$ cat config.mk
export PLATFORM = sky130hd
export DESIGN_NAME = liu_receive_digital_path
export DESIGN_NICKNAME = d
export VERILOG_FILES = /design/src/core/liu_rx_pkg.sv /design/src/core/liu_receive_digital_path.sv
export SDC_FILE = /design/constraint.sdc
export NUM_CORES = 1
export LEC_CHECK = 0
export ABC_AREA = 1
export BUFFER_PORTS_ARGS = -buffer_cell sky130_fd_sc_hd__buf_2
export CORE_AREA = 2 2 144 146
export DETAILED_ROUTE_END_ITERATION = 10
export DIE_AREA = 0 0 146 148
export GPL_ROUTABILITY_DRIVEN = 0
export PLACE_DENSITY = 0.76
export SLEW_MARGIN = 20
export SYNTH_ARGS = -nofsm -noshare
export SYNTH_HDL_FRONTEND = slang
export SYNTH_SLANG_ARGS = --single-unit
$ cat constraint.sdc
create_clock -name clk -period 3 [get_ports clk]
set_clock_uncertainty 0.1 [all_clocks]
set_input_delay 0.3 -clock clk [delete_from_list [all_inputs] [get_ports clk]]
set_output_delay 0.3 -clock clk [all_outputs]
set_load 0.02 [all_outputs]
$ cat src/core/liu_rx_pkg.sv
// constants, types and register map of the receive digital path
// Function
// - per-channel T1/J1 or E1 line standard
// - differential or single ended line reception
// - four receive output formats by field
// - single rail: decoded data, recovered clock
// - dual rail NRZ: undecoded rails, clock
// - dual rail RZ: undecoded return-to-zero rails
// - sliced: raw slicer rails, indicator on clock pin
// - three system pins mapped per format
// - indicator source selectable, clock-edge updated except clock and XOR sources
// - data pin polarity by select bit
// - indicator always active high
// - clock edge select for output updates
// - decoder only in single rail format
// - AMI/B8ZS in T1, AMI/HDB3 in E1
// - DPLL recovers clock, holds phase without pulses
// - slicer threshold at half peak amplitude
// - power off: receiver off, line inputs high-Z
// - power off: outputs high-Z or low
// - 1 ms settling after power-on
// - monitor gain 0, 20, 26, 32 dB
// - monitor gain only in differential mode
// - impedance pin low forces external matching
// - single ended forces external matching
`default_nettype none

package liu_rx_pkg;

    // ==========================================================
    // register map (byte offsets)
    localparam logic [4:0] CHAN_CFG_OFS = 5'h00;
    localparam logic [4:0] RCFG0_OFS    = 5'h04;
    localparam logic [4:0] RCFG1_OFS    = 5'h08;
    localparam logic [4:0] RCFG2_OFS    = 5'h0c;
    localparam logic [4:0] STATUS_OFS   = 5'h10;

    localparam logic [7:0] CHAN_CFG_RST = 8'h00;
    localparam logic [7:0] RCFG0_RST    = 8'h00;
    localparam logic [7:0] RCFG1_RST    = 8'h00;
    localparam logic [7:0] RCFG2_RST    = 8'h00;

    // ==========================================================
    // field positions
    localparam int STD_SEL_BIT   = 0;   // channel cfg
    localparam int TERM_LSB      = 0;   // rx cfg 0, two bits resistor value
    localparam int TERM_EXT_BIT  = 2;
    localparam int SING_BIT      = 3;
    localparam int R120_BIT      = 4;
    localparam int OFF_BIT       = 5;
    localparam int TRI_BIT       = 6;
    localparam int FMT_LSB       = 0;   // rx cfg 1
    localparam int CODE_BIT      = 2;
    localparam int INV_BIT       = 3;
    localparam int EDGE_BIT      = 4;
    localparam int IND_LSB       = 5;
    localparam int GAIN_LSB      = 0;   // rx cfg 2

    // ==========================================================
    // timing
    localparam longint CLK_HZ  = 64'd125000000;
    localparam longint T1_HZ   = 64'd1544000;
    localparam longint E1_HZ   = 64'd2048000;
    localparam int     NCO_W   = 24;
    localparam logic [NCO_W-1:0] INC_T1 = NCO_W'((T1_HZ << NCO_W) / CLK_HZ);
    localparam logic [NCO_W-1:0] INC_E1 = NCO_W'((E1_HZ << NCO_W) / CLK_HZ);
    localparam logic [NCO_W-1:0] NUDGE  = 24'h001000;
    localparam int SETTLE_TIME_US = 1000;
    localparam int CLK_MHZ        = 125;
    localparam int SETTLE_CYC     = SETTLE_TIME_US * CLK_MHZ;
    localparam logic [9:0] PEAK_DECAY_CYC = 10'h3ff;
    localparam logic [7:0] PEAK_FLOOR     = 8'h08;

    // line flag limits, in bit periods
    localparam logic [9:0] EXZ_T1_AMI = 10'h00f;
    localparam logic [9:0] EXZ_B8ZS   = 10'h007;
    localparam logic [9:0] EXZ_E1     = 10'h003;
    localparam logic [9:0] LOS_T1     = 10'h0af;
    localparam logic [9:0] LOS_E1     = 10'h020;
    localparam logic [9:0] AIS_RUN    = 10'h200;

    // ==========================================================
    // types
    typedef enum logic [1:0] {
        FMT_SINGLE = 2'h0,
        FMT_NRZ    = 2'h1,
        FMT_RZ     = 2'h2,
        FMT_SLICED = 2'h3
    } fmt_t;

    typedef enum logic [2:0] {
        IND_PRBS = 3'h0, IND_AIS = 3'h1, IND_EXZ = 3'h2, IND_BPV = 3'h3,
        IND_EXZ_BPV = 3'h4, IND_LOS = 3'h5, IND_RCLK = 3'h6, IND_XOR = 3'h7
    } ind_t;

    typedef enum logic [1:0] {
        PWR_ON     = 2'h3,
        PWR_OFF    = 2'h0,
        PWR_SETTLE = 2'h1
    } pwr_t;

    typedef struct packed {
        logic p;
        logic n;
    } sym_t;

    typedef struct packed {
        logic ais;
        logic exz;
        logic bpv;
        logic los;
    } line_flags_t;

endpackage

`default_nettype wire

$ cat src/core/liu_receive_digital_path.sv
// receive digital path of one line channel with its register slave
//
// Implementation choices: register access over Avalon-MM and the address map.
`default_nettype none

module liu_receive_digital_path #(
    parameter int SETTLE_CYCLES = liu_rx_pkg::SETTLE_CYC
) (
    // clock and reset
    input  wire logic              clk,
    input  wire logic              rstn,
    // register bus
    input  wire logic [4:0]        address,
    input  wire logic              read,
    input  wire logic              write,
    input  wire logic [31:0]       writedata,
    input  wire logic [3:0]        byteenable,
    output var  logic [31:0]       readdata,
    output var  logic              waitrequest,
    // line side: signed amplitude samples on clk, and analog controls
    input  wire logic signed [7:0] line_in_pos,
    input  wire logic signed [7:0] line_in_neg,
    output var  logic              line_in_hiz,
    output var  logic              term_internal_en,
    output var  logic              term_partial_sel,
    output var  logic [1:0]        term_res_sel,
    output var  logic [1:0]        monitor_gain_sel,
    // global pins
    input  wire logic              global_impedance_ctrl_pin,
    input  wire logic              std_per_channel_n,
    input  wire logic              std_pin_t1,
    input  wire logic              prbs_arb_ind,
    // system side pins: data, negative rail or indicator, clock or indicator
    output var  logic              rx_pin_a,
    output var  logic              rx_pin_a_oe_n,
    output var  logic              rx_pin_b,
    output var  logic              rx_pin_b_oe_n,
    output var  logic              rx_pin_c,
    output var  logic              rx_pin_c_oe_n
);

    // ==========================================================
    // registers and pin synchronisers
    logic [7:0] channel_cfg_reg, rx_cfg_reg0, rx_cfg_reg1, rx_cfg_reg2;
    logic       wait_reg;
    logic [31:0] rdata_reg;
    logic [2:0] pin_s1_reg, pin_s2_reg;

    always_ff @(posedge clk or negedge rstn)
        if (!rstn)
        begin
            pin_s1_reg <= 3'h0;
            pin_s2_reg <= 3'h0;
        end
        else
        begin
            pin_s1_reg <= {global_impedance_ctrl_pin, std_per_channel_n, std_pin_t1};
            pin_s2_reg <= pin_s1_reg;
        end

    wire rim_s       = pin_s2_reg[2];
    wire per_chan_n  = pin_s2_reg[1];
    wire pin_t1      = pin_s2_reg[0];

    wire is_e1       = per_chan_n ? ~pin_t1 : channel_cfg_reg[liu_rx_pkg::STD_SEL_BIT];
    wire single_end  = rx_cfg_reg0[liu_rx_pkg::SING_BIT];
    wire pwr_off     = rx_cfg_reg0[liu_rx_pkg::OFF_BIT];
    wire out_tri     = rx_cfg_reg0[liu_rx_pkg::TRI_BIT];
    liu_rx_pkg::fmt_t fmt;
    liu_rx_pkg::ind_t ind_sel;
    assign fmt       = liu_rx_pkg::fmt_t'(rx_cfg_reg1[liu_rx_pkg::FMT_LSB +: 2]);
    assign ind_sel   = liu_rx_pkg::ind_t'(rx_cfg_reg1[liu_rx_pkg::IND_LSB +: 3]);
    wire use_hdb3    = rx_cfg_reg1[liu_rx_pkg::CODE_BIT];
    wire data_inv    = rx_cfg_reg1[liu_rx_pkg::INV_BIT];
    wire edge_rise   = rx_cfg_reg1[liu_rx_pkg::EDGE_BIT];

    // ==========================================================
    // register bus: every access answers after one wait cycle
    liu_rx_pkg::pwr_t pwr_reg, pwr_next;
    liu_rx_pkg::line_flags_t flags_reg;
    wire req       = read | write;
    wire take      = req & ~wait_reg;
    wire wr_en     = write & take & byteenable[0];
    wire [7:0] status_val = {1'b0, is_e1, term_internal_en, pwr_reg == liu_rx_pkg::PWR_SETTLE,
                             flags_reg.los, flags_reg.bpv, flags_reg.exz, flags_reg.ais};
    wire [7:0] rd_mux =
        (address == liu_rx_pkg::CHAN_CFG_OFS) ? channel_cfg_reg :
        (address == liu_rx_pkg::RCFG0_OFS)    ? rx_cfg_reg0 :
        (address == liu_rx_pkg::RCFG1_OFS)    ? rx_cfg_reg1 :
        (address == liu_rx_pkg::RCFG2_OFS)    ? rx_cfg_reg2 :
        (address == liu_rx_pkg::STATUS_OFS)   ? status_val : 8'h00;

    always_ff @(posedge clk or negedge rstn)
        if (!rstn)
        begin
            wait_reg        <= 1'b1;
            rdata_reg       <= 32'h0000_0000;
            channel_cfg_reg <= liu_rx_pkg::CHAN_CFG_RST;
            rx_cfg_reg0     <= liu_rx_pkg::RCFG0_RST;
            rx_cfg_reg1     <= liu_rx_pkg::RCFG1_RST;
            rx_cfg_reg2     <= liu_rx_pkg::RCFG2_RST;
        end
        else
        begin
            wait_reg  <= wait_reg ? ~req : 1'b1;
            rdata_reg <= {24'h00_0000, rd_mux};
            if (wr_en && address == liu_rx_pkg::CHAN_CFG_OFS)
                channel_cfg_reg <= writedata[7:0];
            if (wr_en && address == liu_rx_pkg::RCFG0_OFS)
                rx_cfg_reg0 <= writedata[7:0];
            if (wr_en && address == liu_rx_pkg::RCFG1_OFS)
                rx_cfg_reg1 <= writedata[7:0];
            if (wr_en && address == liu_rx_pkg::RCFG2_OFS)
                rx_cfg_reg2 <= writedata[7:0];
        end

    assign waitrequest = wait_reg;
    assign readdata    = rdata_reg;

    // ==========================================================
    // power state: off, settling, on
    logic [16:0] settle_cnt_reg;
    always_comb
    begin
        pwr_next = pwr_reg;
        unique case (pwr_reg)
            liu_rx_pkg::PWR_ON:     if (pwr_off) pwr_next = liu_rx_pkg::PWR_OFF;
            liu_rx_pkg::PWR_OFF:    if (!pwr_off) pwr_next = liu_rx_pkg::PWR_SETTLE;
            liu_rx_pkg::PWR_SETTLE:
                if (pwr_off)
                    pwr_next = liu_rx_pkg::PWR_OFF;
                else if (settle_cnt_reg == 17'(SETTLE_CYCLES - 1))
                    pwr_next = liu_rx_pkg::PWR_ON;
            default:                pwr_next = liu_rx_pkg::PWR_OFF;
        endcase
    end

    always_ff @(posedge clk or negedge rstn)
        if (!rstn)
        begin
            pwr_reg        <= liu_rx_pkg::PWR_ON;
            settle_cnt_reg <= 17'h0_0000;
        end
        else
        begin
            pwr_reg        <= pwr_next;
            settle_cnt_reg <= (pwr_reg == liu_rx_pkg::PWR_SETTLE) ? settle_cnt_reg + 17'h1 : 17'h0;
        end

    // ==========================================================
    // analog controls
    always_ff @(posedge clk or negedge rstn)
        if (!rstn)
        begin
            line_in_hiz      <= 1'b0;
            term_internal_en <= 1'b0;
            term_partial_sel <= 1'b0;
            term_res_sel     <= 2'h0;
            monitor_gain_sel <= 2'h0;
        end
        else
        begin
            line_in_hiz      <= pwr_off;
            term_internal_en <= rim_s & ~single_end & ~pwr_off
                                & ~rx_cfg_reg0[liu_rx_pkg::TERM_EXT_BIT];
            term_partial_sel <= ~rx_cfg_reg0[liu_rx_pkg::R120_BIT];
            term_res_sel     <= rx_cfg_reg0[liu_rx_pkg::TERM_LSB +: 2];
            monitor_gain_sel <= single_end ? 2'h0 : rx_cfg_reg2[liu_rx_pkg::GAIN_LSB +: 2];
        end

    // ==========================================================
    // slicer: threshold tracks half of a slowly decaying peak
    wire signed [8:0] diff9  = {line_in_pos[7], line_in_pos} - {line_in_neg[7], line_in_neg};
    // single ended uses the positive input only
    wire signed [8:0] level  = single_end ? {line_in_pos[7], line_in_pos} : (diff9 >>> 1);
    wire        [8:0] mag9   = level[8] ? 9'(-level) : 9'(level);
    wire        [7:0] mag    = mag9[7:0];
    logic [7:0] peak_reg;
    logic [9:0] decay_cnt_reg;
    liu_rx_pkg::sym_t slice_reg, seen_reg, bit_reg;
    logic slice_any_d_reg;
    wire  [7:0] thr = peak_reg >> 1;

    always_ff @(posedge clk or negedge rstn)
        if (!rstn)
        begin
            peak_reg      <= liu_rx_pkg::PEAK_FLOOR;
            decay_cnt_reg <= 10'h000;
            slice_reg     <= '0;
        end
        else if (pwr_off)
        begin
            peak_reg  <= liu_rx_pkg::PEAK_FLOOR;
            slice_reg <= '0;
        end
        else
        begin
            decay_cnt_reg <= decay_cnt_reg + 10'h1;
            if (mag > peak_reg)
                peak_reg <= mag;
            else if (decay_cnt_reg == liu_rx_pkg::PEAK_DECAY_CYC && peak_reg > liu_rx_pkg::PEAK_FLOOR)
                peak_reg <= peak_reg - 8'h1;
            slice_reg.p <= ~level[8] & (mag > thr);
            slice_reg.n <=  level[8] & (mag > thr);
        end

    // ==========================================================
    // DPLL: NCO whose phase is nudged toward each mark's leading edge;
    // with no marks it free-runs, so clock and data phase are kept
    logic [liu_rx_pkg::NCO_W-1:0] phase_reg;
    logic msb_d_reg;
    wire  slice_any  = slice_reg.p | slice_reg.n;
    wire  mark_start = slice_any & ~slice_any_d_reg;
    wire  [liu_rx_pkg::NCO_W-1:0] inc = is_e1 ? liu_rx_pkg::INC_E1 : liu_rx_pkg::INC_T1;
    wire  [liu_rx_pkg::NCO_W-1:0] adj =
        !mark_start ? '0 :
        phase_reg[liu_rx_pkg::NCO_W-1] ? liu_rx_pkg::NUDGE : liu_rx_pkg::NCO_W'(-liu_rx_pkg::NUDGE);
    wire  [liu_rx_pkg::NCO_W:0] psum = {1'b0, phase_reg} + {1'b0, inc};
    wire  bit_wrap   = psum[liu_rx_pkg::NCO_W];
    wire  rclk_int   = ~phase_reg[liu_rx_pkg::NCO_W-1];
    wire  rclk_fall  = phase_reg[liu_rx_pkg::NCO_W-1] & ~msb_d_reg;
    wire  upd        = edge_rise ? bit_wrap : rclk_fall;

    always_ff @(posedge clk or negedge rstn)
        if (!rstn)
        begin
            phase_reg       <= '0;
            msb_d_reg       <= 1'b0;
            slice_any_d_reg <= 1'b0;
            seen_reg        <= '0;
            bit_reg         <= '0;
        end
        else
        begin
            phase_reg       <= pwr_off ? '0 : psum[liu_rx_pkg::NCO_W-1:0] + adj;
            msb_d_reg       <= phase_reg[liu_rx_pkg::NCO_W-1];
            slice_any_d_reg <= slice_any;
            seen_reg        <= bit_wrap ? slice_reg : (seen_reg | slice_reg);
            if (bit_wrap)
                bit_reg <= seen_reg;
        end

    // ==========================================================
    // decoder: eight symbol window, index 7 is the oldest
    logic [7:0] raw_p_reg, raw_n_reg, kill_reg;
    logic       last_pol_reg, dec_reg;
    logic [9:0] zero_run_reg, one_run_reg;
    wire  [7:0] sp = {raw_p_reg[6:0], bit_reg.p};
    wire  [7:0] sn = {raw_n_reg[6:0], bit_reg.n};
    wire  [7:0] m  = sp | sn;
    wire  out_mark = raw_p_reg[7] | raw_n_reg[7];
    wire  lp       = out_mark ? raw_p_reg[7] : last_pol_reg;
    wire  b8zs_hit = ~is_e1 & ~use_hdb3 & ~m[7] & ~m[6] & ~m[5] & ~m[2]
                     & m[4] & m[3] & m[1] & m[0]
                     & (sp[4] == lp) & (sp[3] != lp) & (sp[1] != lp) & (sp[0] == lp);
    wire  hdb3_hit = is_e1 & use_hdb3 & ~m[6] & ~m[5] & m[4]
                     & (m[7] ? (sp[7] == sp[4]) : (sp[4] == lp));
    wire  [7:0] kill_new = {kill_reg[6:0], 1'b0}
                           | (b8zs_hit ? 8'h1b : 8'h00) | (hdb3_hit ? 8'h90 : 8'h00);
    wire  dec_bit  = out_mark & ~kill_reg[7];
    // code bit set in T1 selects the B8ZS zero-run limit, shorter than AMI's; the decoder strips B8ZS only with the bit clear
    wire  [9:0] exz_lim = is_e1 ? liu_rx_pkg::EXZ_E1 :
                          use_hdb3 ? liu_rx_pkg::EXZ_B8ZS : liu_rx_pkg::EXZ_T1_AMI;
    wire  [9:0] exz_sel = exz_lim;
    wire  [9:0] los_lim = is_e1 ? liu_rx_pkg::LOS_E1 : liu_rx_pkg::LOS_T1;

    always_ff @(posedge clk or negedge rstn)
        if (!rstn)
        begin
            raw_p_reg    <= 8'h00;
            raw_n_reg    <= 8'h00;
            kill_reg     <= 8'h00;
            last_pol_reg <= 1'b0;
            dec_reg      <= 1'b0;
            zero_run_reg <= 10'h000;
            one_run_reg  <= 10'h000;
            flags_reg    <= '0;
        end
        else if (bit_wrap)
        begin
            raw_p_reg    <= sp;
            raw_n_reg    <= sn;
            kill_reg     <= kill_new;
            last_pol_reg <= lp;
            dec_reg      <= dec_bit;
            zero_run_reg <= out_mark ? 10'h000 : zero_run_reg + {9'h000, ~&zero_run_reg};
            one_run_reg  <= dec_bit ? one_run_reg + {9'h000, ~&one_run_reg} : 10'h000;
            flags_reg.exz <= ~out_mark & (zero_run_reg == exz_sel);
            flags_reg.bpv <= out_mark & ~kill_reg[7] & (raw_p_reg[7] == last_pol_reg);
            flags_reg.los <= ~out_mark & (zero_run_reg >= los_lim);
            flags_reg.ais <= one_run_reg >= liu_rx_pkg::AIS_RUN;
        end

    // ==========================================================
    // system side pin mapping
    logic hold_a_reg, hold_b_reg, ind_hold_reg;
    wire  ind_flag =
        (ind_sel == liu_rx_pkg::IND_PRBS)    ? prbs_arb_ind :
        (ind_sel == liu_rx_pkg::IND_AIS)     ? flags_reg.ais :
        (ind_sel == liu_rx_pkg::IND_EXZ)     ? flags_reg.exz :
        (ind_sel == liu_rx_pkg::IND_BPV)     ? flags_reg.bpv :
        (ind_sel == liu_rx_pkg::IND_EXZ_BPV) ? (flags_reg.exz | flags_reg.bpv) :
        flags_reg.los;
    wire  ind_val =
        (ind_sel == liu_rx_pkg::IND_RCLK) ? rclk_int :
        (ind_sel == liu_rx_pkg::IND_XOR)  ? (slice_reg.p ^ slice_reg.n) : ind_hold_reg;
    // decoded data only in single rail
    wire  next_a = (fmt == liu_rx_pkg::FMT_SINGLE) ? dec_reg : bit_reg.p;
    wire  pin_a_val =
        (fmt == liu_rx_pkg::FMT_SLICED) ? slice_reg.p :
        (fmt == liu_rx_pkg::FMT_RZ)     ? (hold_a_reg & rclk_int) : hold_a_reg;
    wire  pin_b_val =
        (fmt == liu_rx_pkg::FMT_SLICED) ? slice_reg.n :
        (fmt == liu_rx_pkg::FMT_RZ)     ? (hold_b_reg & rclk_int) : hold_b_reg;
    wire  a_drv = pin_a_val ^ data_inv;
    wire  b_drv = (fmt == liu_rx_pkg::FMT_SINGLE) ? ind_val : (pin_b_val ^ data_inv);
    wire  c_drv = (fmt == liu_rx_pkg::FMT_SLICED) ? ind_val : rclk_int;

    always_ff @(posedge clk or negedge rstn)
        if (!rstn)
        begin
            hold_a_reg    <= 1'b0;
            hold_b_reg    <= 1'b0;
            ind_hold_reg  <= 1'b0;
            rx_pin_a      <= 1'b0;
            rx_pin_b      <= 1'b0;
            rx_pin_c      <= 1'b0;
            rx_pin_a_oe_n <= 1'b0;
            rx_pin_b_oe_n <= 1'b0;
            rx_pin_c_oe_n <= 1'b0;
        end
        else
        begin
            if (upd)
            begin
                hold_a_reg   <= next_a;
                hold_b_reg   <= bit_reg.n;
                ind_hold_reg <= ind_flag;
            end
            rx_pin_a      <= ~pwr_off & a_drv;
            rx_pin_b      <= ~pwr_off & b_drv;
            rx_pin_c      <= ~pwr_off & c_drv;
            rx_pin_a_oe_n <= pwr_off & out_tri;
            rx_pin_b_oe_n <= pwr_off & out_tri;
            rx_pin_c_oe_n <= pwr_off & out_tri;
        end
endmodule // liu_receive_digital_path

`default_nettype wire

Yosys cells after proc, flatten, opt, wreduce, memory -nomap -nowiden
Cells that the tools add are included.
- word-level logic and storage cells: 216
- flip-flop bits (word level): 180
- bitwise logic cells: 68
- order comparisons: 5
- mux-type cells: 49
- reductions and logical operators: 15
- equal/unequal tests: 26
- add/subtract/negate cells: 9
- operators by type and width (cell ; count):
    2-to-1 mux 8 bit ; 10
    2-to-1 mux 24 bit ; 3
    AND 1 bit ; 38
    adder 24 x 19 -> 25 bit ; 1
    adder 24 bit ; 1
    adder 10 x 1 -> 10 bit ; 2
    2-to-1 mux 10 bit ; 2
    AND reduction 10 bit ; 2
    2-to-1 mux 1 bit ; 19
    2-to-1 mux 19 bit ; 1
    inverter 1 bit ; 19
    adder 17 x 1 -> 17 bit, second input constant ; 1
    == test 17 bit, second input constant ; 1
    2-to-1 mux 17 bit ; 1
    OR 8 bit ; 2
    2-to-1 mux 2 bit ; 7
    adder 10 x 1 -> 10 bit, second input constant ; 1
    == test 10 bit, second input constant ; 1
    == test 10 x 4 -> 1 bit ; 1
    == test 5 x 4 -> 1 bit, second input constant ; 2
    >= comparator 10 bit, second input constant ; 1
    >= comparator 10 x 8 -> 1 bit ; 1
    == test 3 bit, second input constant ; 3
    2-to-1 mux 9 bit ; 1
    other kinds (31) ; 51

Longest topological paths before layout
- word-level depth: 19
- depth in mapped cells: 26

Worst setup path after synthesis
OpenSTA, ideal clock, no wires.
- kind: reg2reg
- start point: reg pin_s2_reg[1]
- end point: reg phase_reg[21] (netlist bit)
- path buffers: 0
- data arrival time: 3058 ps
- cell stages (with the launch flop): 22
- path slack: -285 ps
- period minus slack after synthesis: 3285 ps
- required time: 2774 ps
- cell sequence: dfrtp_1 inv_1 nand2_4 nand2_8 inv_4 ha_1 inv_1 nor2_1 nand2_1 o21ai_0 a21oi_1 or2_2 nand2_1 inv_1 ha_1 a21o_1 a31oi_1 inv_1 a21oi_1 o21bai_1 o21ai_0 a21oi_1
- longest elaborated chain between the ends: 5
- RTL lines (what ; RTL line ; text):
    start, declared ; liu_receive_digital_path.sv:47 ; logic [2:0] pin_s1_reg, pin_s2_reg;
    start signal, assigned ; liu_receive_digital_path.sv:58 ; pin_s2_reg <= pin_s1_reg;
    2-to-1 mux 1 bit ; liu_receive_digital_path.sv:65 ; wire is_e1 = per_chan_n ? ~pin_t1 : channel_cfg_reg[liu_rx_pkg::STD_SEL_BIT];
    2-to-1 mux 19 bit ; liu_receive_digital_path.sv:214 ; wire [liu_rx_pkg::NCO_W-1:0] inc = is_e1 ? liu_rx_pkg::INC_E1 : liu_rx_pkg::INC_T1;
    adder 24 x 19 -> 25 bit ; liu_receive_digital_path.sv:218 ; wire [liu_rx_pkg::NCO_W:0] psum = {1'b0, phase_reg} + {1'b0, inc};
    adder 24 bit ; liu_receive_digital_path.sv:235 ; phase_reg <= pwr_off ? '0 : psum[liu_rx_pkg::NCO_W-1:0] + adj;
    2-to-1 mux 24 bit ; liu_receive_digital_path.sv:235 ;
    end signal, assigned ; liu_receive_digital_path.sv:235 ;
    end, declared ; liu_receive_digital_path.sv:210 ; logic [liu_rx_pkg::NCO_W-1:0] phase_reg;
No other way between the ends.
A chain may end at the register's enable or synchronous reset.

Worst setup path in the final report
- start point: reg pin_s2_reg[1]
- end point: reg phase_reg[17] (netlist bit)
The elaborated chain is that of the path after synthesis.

==> results.toml <==
[setup_path]
critical_path.reg2reg.startpoint = "pin_s2_reg[1]"
max_stage_delay_ns = 0.43
setup.worst_path.end_class = "flip-flop"
critical_path.max_fanout = 8
cp_max_delay_cell = "dfrtp_1"
critical_path_arrival_ns = 3.56
timing.critical_path.cells = "inv_2 -> nand2_4 -> nand2_8 -> inv_12 -> ha_4 -> nand3_1 -> nand2_1 -> inv_2 -> nand2_1 -> nor2_1 -> nand2_2 -> xor2_1 -> ha_1 -> a21o_1 -> a31oi_4 -> buf_6 -> o21bai_1 -> a21oi_1 -> xor2_1 -> nor2_1"
crit_path_start_kind = "flip-flop"
crit_path_buffers_inverters = 4
r2r_slack_ns = -0.36
worst-setup-path-type = "flip-flop to flip-flop"
crit_family = "simple AND/OR/NAND/NOR gates"
worst-r2r-cell-count = 20
crit_required_ns = 3.20
r2r_end = "phase_reg[17]"

[yosys]
postSynthCellCount = 1363
yosys_register_bits = 180
synth_sequential_area_ratio_pct = 42.5
ys.warnings.count = 0
ys_types = 50
synth_area_um2 = 10600
syn_avg_cell_area_um2 = 7.79

[floorplanning]
floorplan_die_area_um2 = 21600
die-height_um = 148
initial_core_util_pct = 53.0
die_width_um = 146
core-area_um2 = 20000
floorplan.rows = 52
boundaryPins = 111

[clocking]
clock_path_buffers = 2
clk_latency_ns = 0.43
path_clk_slew_ns = 0.07
htreeDepth = 4
number_of_cts_inserted_buffers = 17
tritoncts_clock_tree = "done"
numClockSinks = 180
cts_root_buffer = "clkbuf_16"

[worst_hold_path]
hp-start = "writedata[1]"
holdPathStages = 3
hp-class = "input pin to flip-flop"
min_delay_worst_endpoint = "channel_cfg_reg[1]"

[cells_and_area]
final_design_area_no_fill_um2 = 13600
n_antenna_cell = 0
largest_reg_flops = 24
layout-drive-gt1-share_pct = 25.9
fillerInstances = 1565
syn2layout_area_growth_pct = 28.4
final_nets = 1689

[timing]
timing.setup.tns_ns = -2.25
finalCritPeriodShare_pct = 112
timing_worst_slew_pin_value_ns = 0.674
setup_slack_ns = -0.357
timing_max_transition_violations_final = 0
setup_violations = 9
grt_setup_unrepaired = "yes"
timing.fmax_mhz = 298
hold_violations = 0
period_minus_slack_ns = 3.36
worst_slew_margin_rel_pct = 54.9

[placed_design]
place_area_um2 = 12100
hpwl_um = 18900
placement.io_buffers = 59

[global_routing]
antenna_found_initial = 0
grt_util_all_layers_pct = 24.9
gr_ovfl_total = 0
grt_pass1_wl_um = 44100
first_global_vias = 9471
grt_max_degree = 70

[route]
starting_drt_drc_count = 777
routed_len_inst_um = 15.1
vias_per_cell = 5.39
wirelength_um = 27900
via_count = 9970
firstDrtPassIters = 6
drc = 0
ant_nets = 0

[outcome]
status = "finished, violations left"
failed_checks = "setup timing"

[power]
total_leakage_power_nw = 6.80
power.density_nw_per_um2 = 875
vdd_ir_drop_max_v = 0.000860

[job]
cap_viol_max_count = 0
## report_power, final
part	internal [mW]	switching [mW]
combinational	2.74	3.41
clock	1.24	1.08
sequential	2.98	0.479
## cell usage after synthesis, drive strengths merged
master / count / area (um2)
a211oi: 1 / 7.51
a21boi: 1 / 7.51
a21o: 2 / 15.0
a21oi: 82 / 410
a221oi: 3 / 26.3
a22oi: 3 / 22.5
a31oi: 9 / 62.6
buf: 35 / 261
clkbuf: 12 / 45.0
clkinv: 3 / 11.3
conb: 1 / 3.75
dfrtp: 176 / 4400
dfstp: 4 / 105
fa: 2 / 40.0
ha: 56 / 701
inv: 188 / 708
nand2: 325 / 1290
nand3: 99 / 495
nand3b: 5 / 37.5
nand4: 18 / 113
nor2: 105 / 397
nor3: 28 / 150
nor3b: 5 / 37.5
nor4: 4 / 25.0
o2111ai: 5 / 43.8
o211ai: 3 / 22.5
o21a: 2 / 15.0
o21ai: 124 / 628
o21bai: 8 / 60.1
o221ai: 1 / 8.76
o22a: 1 / 8.76
o22ai: 9 / 87.6
o32ai: 1 / 8.76
or2: 4 / 25.0
xnor2: 7 / 61.3
xor2: 31 / 272
## metrics by stage
| stage | hold WS, ns | instances | worst slack [ns] | util [%] | total power [mW] |
|---|---|---|---|---|---|
| 6_report | 0.112 | 1849 | -0.357 | 68.0 | 11.9 |
| 4_1_cts | 0.0932 | 1833 | -0.194 | 65.8 | 11.2 |
| 3_5_place_dp | 0.237 | 1783 | -0.439 | 60.6 | 8.24 |
| 5_1_grt | 0.122 | 1849 | -0.474 | 68.0 | 12.7 |
| 2_1_floorplan | -0.0956 | 1386 | -0.00280 | - | 6.48 |
| 3_3_place_gp | 0.232 | 1783 | -0.305 | 60.6 | 8.06 |
## cell type report
cell class                      count  area (um2)  area share (%)
Clock buffer                       20         457            3.35
Timing Repair Buffer              208        1510            11.1
Tap cell                          270         338            2.48
Inverter                          191         757            5.56
Multi-Input combinational cell    968        5900            43.3
Clock inverter                     12         154            1.13
Sequential cell                   180        4510            33.1
## worst min-delay path, cell delays in order
cell and delay (ns):
buf_2 0.11, inv_1 0.10, o21ai_0 0.09
## worst max path at each step
stage                            start            end  depth (start not counted)
global route        channel_cfg_reg[0]  phase_reg[20]                         23
CTS                      pin_s2_reg[1]  phase_reg[20]                         19
global placement        line_in_pos[0]    peak_reg[0]                         26
floorplan               line_in_pos[0]    peak_reg[0]                         23
finish                   pin_s2_reg[1]  phase_reg[17]                         20
detailed placement      line_in_pos[0]    peak_reg[0]                         26
## cells in the final DEF (no fill, tap or decap), types with 39 or more instances in the layout
master / instances
a21oi_1: 58
buf_2: 58
buf_4: 129
dfrtp_1: 175
ha_1: 39
inv_1: 167
nand2_1: 284
nand3_1: 88
nor2_1: 93
o21ai_0: 86
## cell families after synthesis
logic type / synth area share (%)
simple gates: 24.2
compound gates: 13.5
buf+inv: 9.66
flops: 42.5
fa+ha+maj: 6.98
xor+xnor: 3.13
other cells: 0.0353
## routing by layer
metal / wire (um) / track usage, % / up-vias / share of wire (%)
met5: 0 / 0 / - / 0
met4: 911 / 9.71 / 0 / 3.3
met2: 13700 / 42.9 / 342 / 49
li1: - / - / 4819 / -
met1: 11900 / 31.8 / 4742 / 43
met3: 1330 / 3.86 / 67 / 4.8
## what timing repair did
action / CTS / global route
endpoints found under the setup margin: 9 / 42
hold buffers: 6 / 0
pin swaps: 39 / 38
gates resized for setup: 66 / 82
setup buffers: 12 / 16
hold endpoints to repair: 67 / 0
Note: power is estimated with default switching activity, not from simulation.
